**src/hw/ahp_defines.svh**
```systemverilog
// Constants of the asynchronous host bus port
`ifndef AHP_DEFINES_SVH
`define AHP_DEFINES_SVH
`define AHP_DATA_W        32
`define AHP_REG_W         16
`define AHP_ADDR_LO       2
`define AHP_ADDR_HI       5
`define AHP_ADDR_W        4
`define AHP_NUM_IRQ       3
`define AHP_NUM_EVT       8
`define AHP_NUM_TIO       4
`define AHP_NUM_TPO       4
`define AHP_MODE_RST      1'b0
`define AHP_WIDE_RST      1'b0
`define AHP_LITTLE_RST    1'b0
`define AHP_SYNC_RST      3'b000
`endif

```
**src/hw/ahp_pkg.sv**
```systemverilog
// Types of the asynchronous host bus port
package ahp_pkg;
   typedef enum logic [3:0] {
      AHP_IDLE  = 4'b0001,
      AHP_ADDR  = 4'b0010,
      AHP_READ  = 4'b0100,
      AHP_WRITE = 4'b1000
   } ahp_state_type;
endpackage : ahp_pkg

```
**src/hw/ahp_sync.sv**
```systemverilog
// Three-stage pin synchroniser with agreement filter
`timescale 1ns/10ps
`default_nettype none
`include "ahp_defines.svh"
module ahp_sync (
   input  wire logic clk_i,
   input  wire logic rst_n_i,
   input  wire logic pin_i,
   output var  logic level_o
);
   logic [2:0] stage_q;
   always_ff @(posedge clk_i or negedge rst_n_i) begin
      if (!rst_n_i) begin
         stage_q <= `AHP_SYNC_RST;
         level_o <= 1'b0;
      end else begin
         stage_q <= {stage_q[1:0], pin_i};
         if (stage_q[2] == stage_q[1]) begin
            level_o <= stage_q[2];
         end
      end
   end
endmodule : ahp_sync
`default_nettype wire

```
**src/hw/ahp_lanes.sv**
```systemverilog
// Byte lane ordering for queue data; register data always in low 16 bits
`timescale 1ns/10ps
`default_nettype none
`include "ahp_defines.svh"
module ahp_lanes (
   input  wire logic        wide_i,
   input  wire logic        little_i,
   input  wire logic        is_reg_i,
   input  wire logic [31:0] data_i,
   output logic      [31:0] data_o
);
   // Byte array order: first byte in low lane when little endian
   function automatic logic [31:0] swap_fn(input logic [31:0] d,
                                           input logic        w);
      swap_fn = w ? {d[7:0], d[15:8], d[23:16], d[31:24]}
                  : {16'h0000, d[7:0], d[15:8]};
   endfunction : swap_fn
   wire logic [31:0] reg_data;
   wire logic [31:0] q_data;
   assign reg_data = {16'h0000, data_i[15:0]};
   assign q_data   = little_i ? (wide_i ? data_i : {16'h0000, data_i[15:0]})
                              : swap_fn(data_i, wide_i);
   assign data_o   = is_reg_i ? reg_data : q_data;
endmodule : ahp_lanes
`default_nettype wire

```
**src/hw/ahp_host_port.sv**
```systemverilog
// Asynchronous parallel host bus port, device side
`timescale 1ns/10ps
`default_nettype none
`include "ahp_defines.svh"
module ahp_host_port
   import ahp_pkg::*;
(
   input  wire logic                     clk_i,
   input  wire logic                     rst_n_i,
   input  wire logic                     bus_mux_select_i,
   input  wire logic                     byte_order_select_i,
   input  wire logic                     width_select_i,
   input  wire logic                     chip_sel_n_i,
   input  wire logic                     out_en_n_i,
   input  wire logic                     write_en_n_i,
   input  wire logic                     addr_bit2_or_latch_i,
   input  wire logic [2:0]               addr_bit3_line_i,
   input  wire logic [31:0]              data_i,
   output logic      [31:0]              data_o,
   output logic                          data_oe_o,
   input  wire logic                     queue_sel_i,
   output logic      [3:0]               addr_o,
   output logic                          wr_strobe_o,
   output logic      [31:0]              wr_data_o,
   output logic                          rd_strobe_o,
   input  wire logic [31:0]              rd_data_i,
   output logic                          bus_mux_o,
   output logic                          bus_wide_o,
   output logic                          little_endian_o,
   input  wire logic [7:0]               event_i,
   input  wire logic [23:0]              irq_select_i,
   output logic                          host_irq_0_o,
   output logic                          host_irq_1_o,
   output logic                          host_irq_2_o,
   input  wire logic [3:0]               timebase_dir_out_i,
   input  wire logic [3:0]               timebase_pin_out_i,
   input  wire logic [3:0]               timebase_pin_i,
   output logic      [3:0]               timebase_pin_o,
   output logic      [3:0]               timebase_pin_oe_o,
   output logic      [3:0]               timebase_pin_in_o,
   input  wire logic                     timebase_tick_i,
   input  wire logic [3:0]               timebase_pulse_d_i,
   output logic      [3:0]               timebase_pulse_out_o
);
   logic             strap_armed_q;
   logic             mux_q;
   logic             wide_q;
   logic             little_q;
   ahp_state_type    state_q;
   ahp_state_type    state_d;
   logic             cs_n_s;
   logic             oe_n_s;
   logic             we_n_s;
   logic             ale_s;
   logic             cs_n_prev_q;
   logic             ale_prev_q;
   logic [3:0]       addr_q;
   logic [31:0]      rdata_q;
   logic [31:0]      dsync1_q;
   logic [31:0]      dsync2_q;
   logic [31:0]      dsync3_q;
   logic [31:0]      dsync4_q;
   logic [31:0]      dsync5_q;
   logic             addr_done_q;
   logic [2:0]       irq_q;
   logic [3:0]       tpo_q;

   ahp_sync u_cs  (.clk_i(clk_i), .rst_n_i(rst_n_i),
                   .pin_i(chip_sel_n_i), .level_o(cs_n_s));
   ahp_sync u_oe  (.clk_i(clk_i), .rst_n_i(rst_n_i),
                   .pin_i(out_en_n_i), .level_o(oe_n_s));
   ahp_sync u_we  (.clk_i(clk_i), .rst_n_i(rst_n_i),
                   .pin_i(write_en_n_i), .level_o(we_n_s));
   ahp_sync u_ale (.clk_i(clk_i), .rst_n_i(rst_n_i),
                   .pin_i(addr_bit2_or_latch_i), .level_o(ale_s));

   genvar gi;
   generate
      for (gi = 0; gi < 4; gi = gi + 1) begin : g_tio
         ahp_sync u_tin (.clk_i(clk_i), .rst_n_i(rst_n_i),
                         .pin_i(timebase_pin_i[gi]),
                         .level_o(timebase_pin_in_o[gi]));
      end
   endgenerate

   // Strap capture on first clock after reset release
   always_ff @(posedge clk_i or negedge rst_n_i) begin
      if (!rst_n_i) begin
         strap_armed_q <= 1'b1;
         mux_q         <= `AHP_MODE_RST;
         wide_q        <= `AHP_WIDE_RST;
         little_q      <= `AHP_LITTLE_RST;
      end else if (strap_armed_q) begin
         strap_armed_q <= 1'b0;
         mux_q         <= bus_mux_select_i;
         wide_q        <= width_select_i;
         little_q      <= byte_order_select_i;
      end
   end
   assign bus_mux_o       = mux_q;
   assign bus_wide_o      = wide_q;
   assign little_endian_o = little_q;

   // Data pins: three sync stages, two more to match strobe filter
   always_ff @(posedge clk_i or negedge rst_n_i) begin
      if (!rst_n_i) begin
         dsync1_q <= 32'h0000_0000;
         dsync2_q <= 32'h0000_0000;
         dsync3_q <= 32'h0000_0000;
         dsync4_q <= 32'h0000_0000;
         dsync5_q <= 32'h0000_0000;
      end else begin
         dsync1_q <= data_i;
         dsync2_q <= dsync1_q;
         dsync3_q <= dsync2_q;
         dsync4_q <= dsync3_q;
         dsync5_q <= dsync4_q;
      end
   end

   wire logic cs_fall;
   wire logic cs_rise;
   wire logic ale_fall;
   wire logic [3:0] sep_addr;
   wire logic [3:0] mux_addr;
   wire logic       rd_end;
   wire logic       addr_ok;
   assign cs_fall  = cs_n_prev_q & ~cs_n_s;
   assign cs_rise  = ~cs_n_prev_q & cs_n_s;
   assign ale_fall = ale_prev_q & ~ale_s;
   // Separate mode: pins 3..5 plus bit 2; multiplexed ignores them
   assign sep_addr = {addr_bit3_line_i, addr_bit2_or_latch_i};
   assign mux_addr = dsync5_q[5:2];
   assign rd_end   = cs_n_s | oe_n_s;
   assign addr_ok  = ~mux_q | addr_done_q | ale_fall;

   always_comb begin
      state_d = state_q;
      case (state_q)
         AHP_IDLE: begin
            if (cs_fall) begin
               state_d = AHP_ADDR;
            end
         end
         // Direction waits for write or output enable to fall
         AHP_ADDR: begin
            if (cs_n_s) begin
               state_d = AHP_IDLE;
            end else if (addr_ok & ~we_n_s) begin
               state_d = AHP_WRITE;
            end else if (addr_ok & ~oe_n_s) begin
               state_d = AHP_READ;
            end
         end
         AHP_READ: begin
            if (rd_end) begin
               state_d = AHP_IDLE;
            end
         end
         AHP_WRITE: begin
            if (cs_n_s | we_n_s) begin
               state_d = AHP_IDLE;
            end
         end
         default: state_d = AHP_IDLE;
      endcase
   end

   wire logic [31:0] wr_ordered;
   wire logic [31:0] rd_ordered;
   ahp_lanes u_wlanes (.wide_i(wide_q), .little_i(little_q),
                       .is_reg_i(~queue_sel_i), .data_i(dsync5_q),
                       .data_o(wr_ordered));
   ahp_lanes u_rlanes (.wide_i(wide_q), .little_i(little_q),
                       .is_reg_i(~queue_sel_i), .data_i(rd_data_i),
                       .data_o(rd_ordered));

   wire logic wr_fire;
   wire logic rd_fire;
   assign wr_fire = (state_q == AHP_WRITE) & (cs_n_s | we_n_s);
   assign rd_fire = (state_d == AHP_READ) & (state_q != AHP_READ);

   always_ff @(posedge clk_i or negedge rst_n_i) begin
      if (!rst_n_i) begin
         state_q     <= AHP_IDLE;
         cs_n_prev_q <= 1'b0;   // Synchroniser reset level, no false fall
         ale_prev_q  <= 1'b0;
         addr_q      <= 4'h0;
         addr_done_q <= 1'b0;
      end else begin
         state_q     <= state_d;
         cs_n_prev_q <= cs_n_s;
         ale_prev_q  <= ale_s;
         if (state_q != AHP_ADDR) begin
            addr_done_q <= 1'b0;
         end else if (ale_fall) begin
            addr_done_q <= 1'b1;
         end
         if (cs_fall & ~mux_q) begin
            addr_q <= sep_addr;
         end else if (mux_q & (state_q == AHP_ADDR) & ale_fall) begin
            addr_q <= mux_addr;
         end
      end
   end

   always_ff @(posedge clk_i or negedge rst_n_i) begin
      if (!rst_n_i) begin
         rdata_q     <= 32'h0000_0000;
         wr_data_o   <= 32'h0000_0000;
         wr_strobe_o <= 1'b0;
         rd_strobe_o <= 1'b0;
      end else begin
         wr_strobe_o <= wr_fire;
         rd_strobe_o <= rd_fire;
         if (wr_fire) begin
            wr_data_o <= wr_ordered;
         end
         if (rd_strobe_o) begin
            rdata_q <= rd_ordered;
         end
      end
   end
   assign addr_o = addr_q;
   assign data_o = wide_q ? rdata_q : {16'h0000, rdata_q[15:0]};
   // Pin level is combined with the live enable to stay off the bus
   assign data_oe_o = (state_q == AHP_READ) & ~oe_n_s & ~out_en_n_i
                      & ~chip_sel_n_i;

   // Each interrupt OR of its own selected events
   always_ff @(posedge clk_i or negedge rst_n_i) begin
      if (!rst_n_i) begin
         irq_q <= 3'b000;
      end else begin
         irq_q[0] <= |(event_i & irq_select_i[7:0]);
         irq_q[1] <= |(event_i & irq_select_i[15:8]);
         irq_q[2] <= |(event_i & irq_select_i[23:16]);
      end
   end
   assign host_irq_0_o = irq_q[0];
   assign host_irq_1_o = irq_q[1];
   assign host_irq_2_o = irq_q[2];

   // Timer pins: 0..3 per-pin direction, 4..7 on timebase tick
   always_ff @(posedge clk_i or negedge rst_n_i) begin
      if (!rst_n_i) begin
         tpo_q <= 4'h0;
      end else if (timebase_tick_i) begin
         tpo_q <= timebase_pulse_d_i;
      end
   end
   assign timebase_pin_o       = timebase_pin_out_i;
   assign timebase_pin_oe_o    = timebase_dir_out_i;
   assign timebase_pulse_out_o = tpo_q;
endmodule : ahp_host_port
`default_nettype wire

```
**config.mk**
```make
export PLATFORM = sky130hd
export DESIGN_NAME = ahp_host_port
export DESIGN_NICKNAME = d
export VERILOG_FILES = /design/src/hw/ahp_pkg.sv /design/src/hw/ahp_sync.sv /design/src/hw/ahp_lanes.sv /design/src/hw/ahp_host_port.sv
export VERILOG_INCLUDE_DIRS = /design/src /design/src/hw
export SDC_FILE = /design/constraint.sdc
export NUM_CORES = 1
export LEC_CHECK = 0
export BUFFER_PORTS_ARGS = -buffer_cell sky130_fd_sc_hd__buf_4
export CORE_MARGIN = 2
export CORE_UTILIZATION = 51
export CTS_BUF_LIST = sky130_fd_sc_hd__clkbuf_8
export DETAILED_ROUTE_END_ITERATION = 8
export HOLD_SLACK_MARGIN = 0.08
export PLACE_DENSITY = 0.79
export SYNTH_ARGS = -nofsm -noshare
export SYNTH_HDL_FRONTEND = slang
export SYNTH_HIERARCHICAL = 1
export SYNTH_SLANG_ARGS = --single-unit
```
**constraint.sdc**
```tcl
create_clock -name clk_i -period 1.7 [get_ports clk_i]
set_clock_uncertainty 0.1 [all_clocks]
set_input_delay 0.255 -clock clk_i [delete_from_list [all_inputs] [get_ports clk_i]]
set_output_delay 0.255 -clock clk_i [all_outputs]
set_load 0.05 [all_outputs]
```
==> results.yml, run 1 <==
finish:
  final_nets: 1144
  drive_gt1_share_pct: 42.99
  layout_common_cells: "dfrtp_1, buf_4, dlygate4sd3_1, mux2i_1, clkbuf_8"
  final_common_cell: "dfrtp_1"
  syn_to_final_growth_pct: 43.93
timing:
  finalHoldViolCount: 0
  setup_ws_ns: -0.2288
  hold_ws_ns: 0.08192
  fmax_mhz: 518.5
  rsz0062_at_grt: "true"
  fin_setup_tns_ns: -2.076
  min_period_ns: 1.929
  slew_viol_final: 0
  setup_viol: 49
  fin_crit_sh_pct: 113.5
clock_network:
  path_clk_slew_ns: 0.06
  cts_tree: "yes"
  clk_latency_ns: 0.54
  clockBufferDepth: 3
  root_buffer: "clkbuf_8"
  htree_levels: 2
  cts.sinks: 280
  cts_buffers: 44
yosys:
  async_flop_share_pct: 100.0
  synth-xor-area-share_pct: 0.08704
  ys_seq_area_share_pct: 69.66
  synth_compound_area_share_pct: 6.192
  yosysTopAreaCellShare_pct: 69.14
  ys_types: 39
  yosys_register_bits: 280
  synthMuxAreaShare_pct: 14.31
  syn_area_sq_um: 10060
  synth_fa_ha_area_share_pct: 0.8953
  synthCells: 669
  ys_warn_count: 6
  yosysTopAreaCell: "dfrtp_1"
  synth_top_family_by_area: "multiplexers"
  yosys.area_share.simple_pct: 4.675
  synth-main-ff-cell: "dfrtp_1"
  syn_avg_cell_area_sq_um: 15.04
  synth_fp_nets: 795
  synthTopCellsByArea: "dfrtp_1, mux2_2, mux2i_1, o21ai_0, buf_4"
  synth_enable_flop_cells: 0
global_routing:
  grt_overflow: 0
  grt_antenna_before_repair: 2
  grt_max_degree: 56
  grt_pass1_vias: 7335
  track_usage_pct: 24.56
  grt_pass1_wl_microns: 38700
setup_path:
  critPathRequiredTime_ns: 1.34
  rrSetupSlack_ns: -0.05
  critPathArrivalTime_ns: 1.57
  startpoint_type: "flip-flop"
  path_max_fanout: 2
  worstSetupPathType: "reg2out"
  cp-end-kind: "output pin"
floorplanning:
  ios: 219
  initial_core_util_pct: 51.87
  fp.dieW_microns: 144.5
  row_count: 51
  fp.dieH_microns: 144.5
  core_area_sq_um: 19400
  dieArea_sq_um: 20870
pwr:
  pwr-share-clk_pct: 36.4
  p_seq_share_pct: 46.4
  p_sw_w: 0.004375
  swShare_pct: 27.53
  leakage_nw: 6.925
  p_per_area_nw_per_um2: 1097
  p_comb_share_pct: 17.2
  internal_power_w: 0.01152
  ir_drop_uv: 764.6
run_status:
  outcome: "complete, but fails checks"
  violations: "setup timing"
route:
  ant_nets: 0
  via_count: 6721
  drtIter0Drc: 266
  drc: 0
  drtPass1Iterations: 5
  wl_per_cell_microns: 19.19
  vias_per_cell: 5.107
  wirelength_microns: 25260
place:
  gp_congestion: 0.8836
  port_buffers: 202
  dp_hpwl_microns: 13720
min_path:
  hp-class: "in2async"
flow_run:
  drv_cap: 0
per-layer routing:
metal / GRT usage, % / vias to the layer above / share of wire (%)
met5: 0 / - / 0
met4: 10.58 / 0 / 3.6
met3: 7.483 / 71 / 8.3
met2: 42.58 / 333 / 51
met1: 28.30 / 3326 / 37
li1: - / 2991 / -
per-stage QoR:
step	setup WS [ns]	instances	area, sq um	power (W)	utilization (%)
final	-0.2288	1316	14480	0.01589	74.66
after global routing	-0.2984	1316	14480	0.01652	74.66
after CTS	-0.2371	1312	14380	0.01583	74.14
after detailed placement	-0.006060	1110	11930	0.009782	61.52
after global placement	0.02225	1110	11930	0.009717	61.52
after floorplan	-0.01030	669	10100	0.008956	-
registers in the layout (all words and copies together) (netlist names), 4 cells and up:
name,flops
dsync1_q,32
dsync2_q,32
dsync3_q,32
dsync4_q,32
dsync5_q,32
rdata_q,32
wr_data_o,32
g_tio.u_tin/stage_q,12
addr_o,4
g_tio.u_tin/level_o,4
state_q,4
timebase_pulse_out_o,4
cells by family after synthesis:
kind of cell,after synthesis
AO/OA/AOI/OAI,97
XOR/XNOR,1
adder cells (fa/ha/maj),8
buffers and inverters,60
flip-flops,280
multiplexers,135
other,1
AND/OR/NAND/NOR,87
worst max-delay path: stages (launching register included):
cell and delay (ns):
dfrtp_1 0.37, buf_6 0.11, nor3b_4 0.16, nand2_2 0.10
nor3_4 0.12, buf_6 0.18
worst paths after layout:
kind,startpoint,end,cells after the start
setup / recovery,state_q[2],data_oe_o,5
hold / removal,rst_n_i,rdata_q[3],2
setup reg to reg,state_q[1],wr_data_o[3],6
hold reg to reg,dsync3_q[14],dsync4_q[14],0
max in group asynchronous,rst_n_i,rdata_q[30],3
min in group clk_i,dsync3_q[14],dsync4_q[14],0
area by class of cell:
| class | count | area (sq um) |
|---|---|---|
| clock inverters | 16 | 85.08 |
| diodes | 2 | 5.005 |
| fillers | 1109 | 4916 |
| clock buffers | 61 | 839.6 |
| flip-flops and latches | 280 | 7017 |
| repair buffers | 361 | 3337 |
| multi-input cells | 329 | 2860 |
| well taps | 265 | 331.6 |
| inverters | 2 | 7.507 |
cell usage after synthesis, drive strengths merged, types with 4 or more instances:
cell    instances
a21oi           5
a22oi          12
a41oi           4
and2           16
buf            48
clkbuf         10
dfrtp         278
maj3            8
mux2           71
mux2i          64
nand2b          7
nand4           4
nor2           40
nor2b           6
o21ai          71
power groups by stage:
stage,logic [W],clock network [W],registers [W]
after global routing,0.00290,0.00622,0.00741
after detailed placement,0.00230,0,0.00749
final,0.00274,0.00578,0.00737
after global placement,0.00225,0,0.00746
after floorplan,0.00120,0,0.00776
after CTS,0.00266,0.00581,0.00735
what timing repair did:
action	CTS	global route
setup buffers	10	2
pin swaps	2	1
endpoints found under the setup margin	33	62
resized for setup	69	24
hold endpoints to repair	365	0
cloned	4	1
hold buffers	111	0
No activity file was read; power rests on OpenSTA's default activity.
==> inputs of run 2 (changes only) <==
==> constraint.sdc (replaced) <==
create_clock -name clk_i -period 1.7 [get_ports clk_i]
set_clock_uncertainty 0.1 [all_clocks]
set_input_delay 0 -clock clk_i [delete_from_list [all_inputs] [get_ports clk_i]]
set_output_delay 0 -clock clk_i [all_outputs]
set_load 0.05 [all_outputs]
==> run 2 against run 1 <==
Against the previous run:
- the flow still finishes with violations (setup timing)
- clock power down 9.3%
- sequential share of layout area up 0.55 points
- wire length up 3.0%
- first-iteration DRC count up 58%
- worst hold slack better by 0.075 ns
- critical path type is now reg2reg
- sequential power about the same
- setup slack better by 0.18 ns
==> results.yml, run 2 (synthesis results as in run 1) <==
finish:
  stdcell_area_sq_um: 14320
  final_common_cell: "dfrtp_1"
  final_nets: 1172
  drive_gt1_share_pct: 37.95
  layout_common_cells: "dfrtp_1, buf_4, dlygate4sd3_1, mux2_2, mux2i_1"
  final_util_pct: 73.80
  antenna_cells: 0
  syn_to_final_growth_pct: 42.28
pwr:
  ir_drop_uv: 769.6
  leakage_nw: 6.902
  p_per_area_nw_per_um2: 1074
route:
  drtIter0Drc: 420
  drtPass1Iterations: 5
  vias_per_cell: 5.131
  drc: 0
  ant_nets: 0
  via_count: 6876
  wl_per_cell_microns: 19.41
  wirelength_microns: 26010
setup_path:
  critPathRequiredTime_ns: 2.01
  worstSetupPathType: "reg2reg"
  path_cells: "buf_4, or4b_2, o21ai_1, a21oi_1"
  critical-path-top-delay-family: "simple AND/OR/NAND/NOR gates"
  critPathArrivalTime_ns: 2.06
  cp-end-kind: "flip-flop"
  rrSetupSlack_ns: -0.05
  worstReg2RegStart: "state_q[0]"
  critPathBufInv: 1
  rr_endpoint: "addr_o[1]"
  path_max_fanout: 5
  startpoint_type: "flip-flop"
  cp_slowest_cell: "or4b_2"
  rr_worst_depth: 4
  max_stage_delay_ns: 0.73
min_path:
  hold_path_end: "bus_mux_o"
  hp-class: "in2reg"
  whs_path_depth: 3
  hp-start: "bus_mux_select_i"
clock_network:
  path_clk_slew_ns: 0.06
  root_buffer: "clkbuf_8"
  cts.sinks: 280
  cts_tree: "yes"
  clk_latency_ns: 0.55
  cts_buffers: 44
  htree_levels: 2
  clockBufferDepth: 3
floorplanning:
  dieArea_sq_um: 20870
  ios: 219
  fp.dieH_microns: 144.5
  initial_core_util_pct: 51.87
  core_area_sq_um: 19400
  fp.dieW_microns: 144.5
  row_count: 51
place:
  gp_congestion: 0.8751
  dp_hpwl_microns: 13760
  port_buffers: 202
  post-place-ws_ns: 0.03345
  dpl-instance-area_sq_um: 11900
global_routing:
  track_usage_pct: 25.49
  grt_pass1_vias: 7486
  grt_antenna_before_repair: 0
  grt_overflow: 0
  grt_pass1_wl_microns: 39960
  grt_max_degree: 62
timing:
  finalHoldViolCount: 0
  worst_pin_slew_ns: 0.5347
  slew_viol_final: 0
  min_period_ns: 1.747
  setup_ws_ns: -0.04719
  slew_headroom_pct: 64.24
  fin_setup_tns_ns: -0.6446
  setup_viol: 33
  fin_crit_sh_pct: 102.8
  fmax_mhz: 572.3
  rsz0062_at_grt: "true"
run_status:
  violations: "setup timing"
  outcome: "complete, but fails checks"
flow_run:
  drv_cap: 0
run 2: power breakdown:
part	switching, W	internal [W]	total, W
Clock	0.00260	0.00265	0.00524
Combinational	0.00157	0.00118	0.00276
Sequential	0.000256	0.00712	0.00737
Total	0.00442	0.0109	0.0154
run 2: per-layer routing:
| metal | vias to the layer above | part of all wire (%) | global-route usage, % |
|---|---|---|---|
| met1 | 3364 | 37 | 30.26 |
| met4 | 0 | 4.9 | 12.06 |
| li1 | 3045 | - | - |
| met2 | 375 | 49 | 42.90 |
| met3 | 92 | 8.7 | 7.517 |
| met5 | - | 0 | 0 |
run 2: metrics by stage:
stage,cells,hold WS [ns],total power (W)
after global routing,1340,0.1629,0.01603
after detailed placement,1108,-0.1400,0.009781
after floorplan,669,-0.3956,0.008955
final,1340,0.1565,0.01537
after global placement,1108,-0.1379,0.009720
after CTS,1337,0.1071,0.01526
run 2: worst min-delay path, stage by stage:
cell and delay (ns):
dlygate4sd3_1 0.53, buf_4 0.10, mux2_2 0.13
run 2: worst max path at each step:
stage | startpoint | to | slack [ns] | depth (start not counted)
3_3_place_gp | state_q[3] | addr_o[3] | 0.08 | 3
5_1_grt | state_q[2] | wr_data_o[22] | -0.10 | 5
6_report | state_q[0] | addr_o[1] | -0.05 | 4
4_1_cts | state_q[0] | data_oe_o | -0.09 | 5
2_1_floorplan | state_q[2] | wr_data_o[10] | -0.01 | 5
3_5_place_dp | state_q[3] | addr_o[2] | 0.03 | 3
run 2: final cells by class:
| cell class | instances | area (sq um) |
|---|---|---|
| flip-flops and latches | 280 | 7014 |
| fillers | 1148 | 5082 |
| repair buffers | 389 | 3481 |
| multi-input cells | 329 | 2686 |
| clock buffers | 49 | 674.4 |
| well taps | 265 | 331.6 |
| clock inverters | 26 | 121.4 |
| inverters | 2 | 7.507 |
run 2: timing repair:
action                                  CTS  global route
endpoints found under the setup margin    7            44
pin swaps                                 3             1
setup buffers                             8             0
gates resized for setup                  11            11
hold endpoints to repair                388             1
hold buffers                            146             6
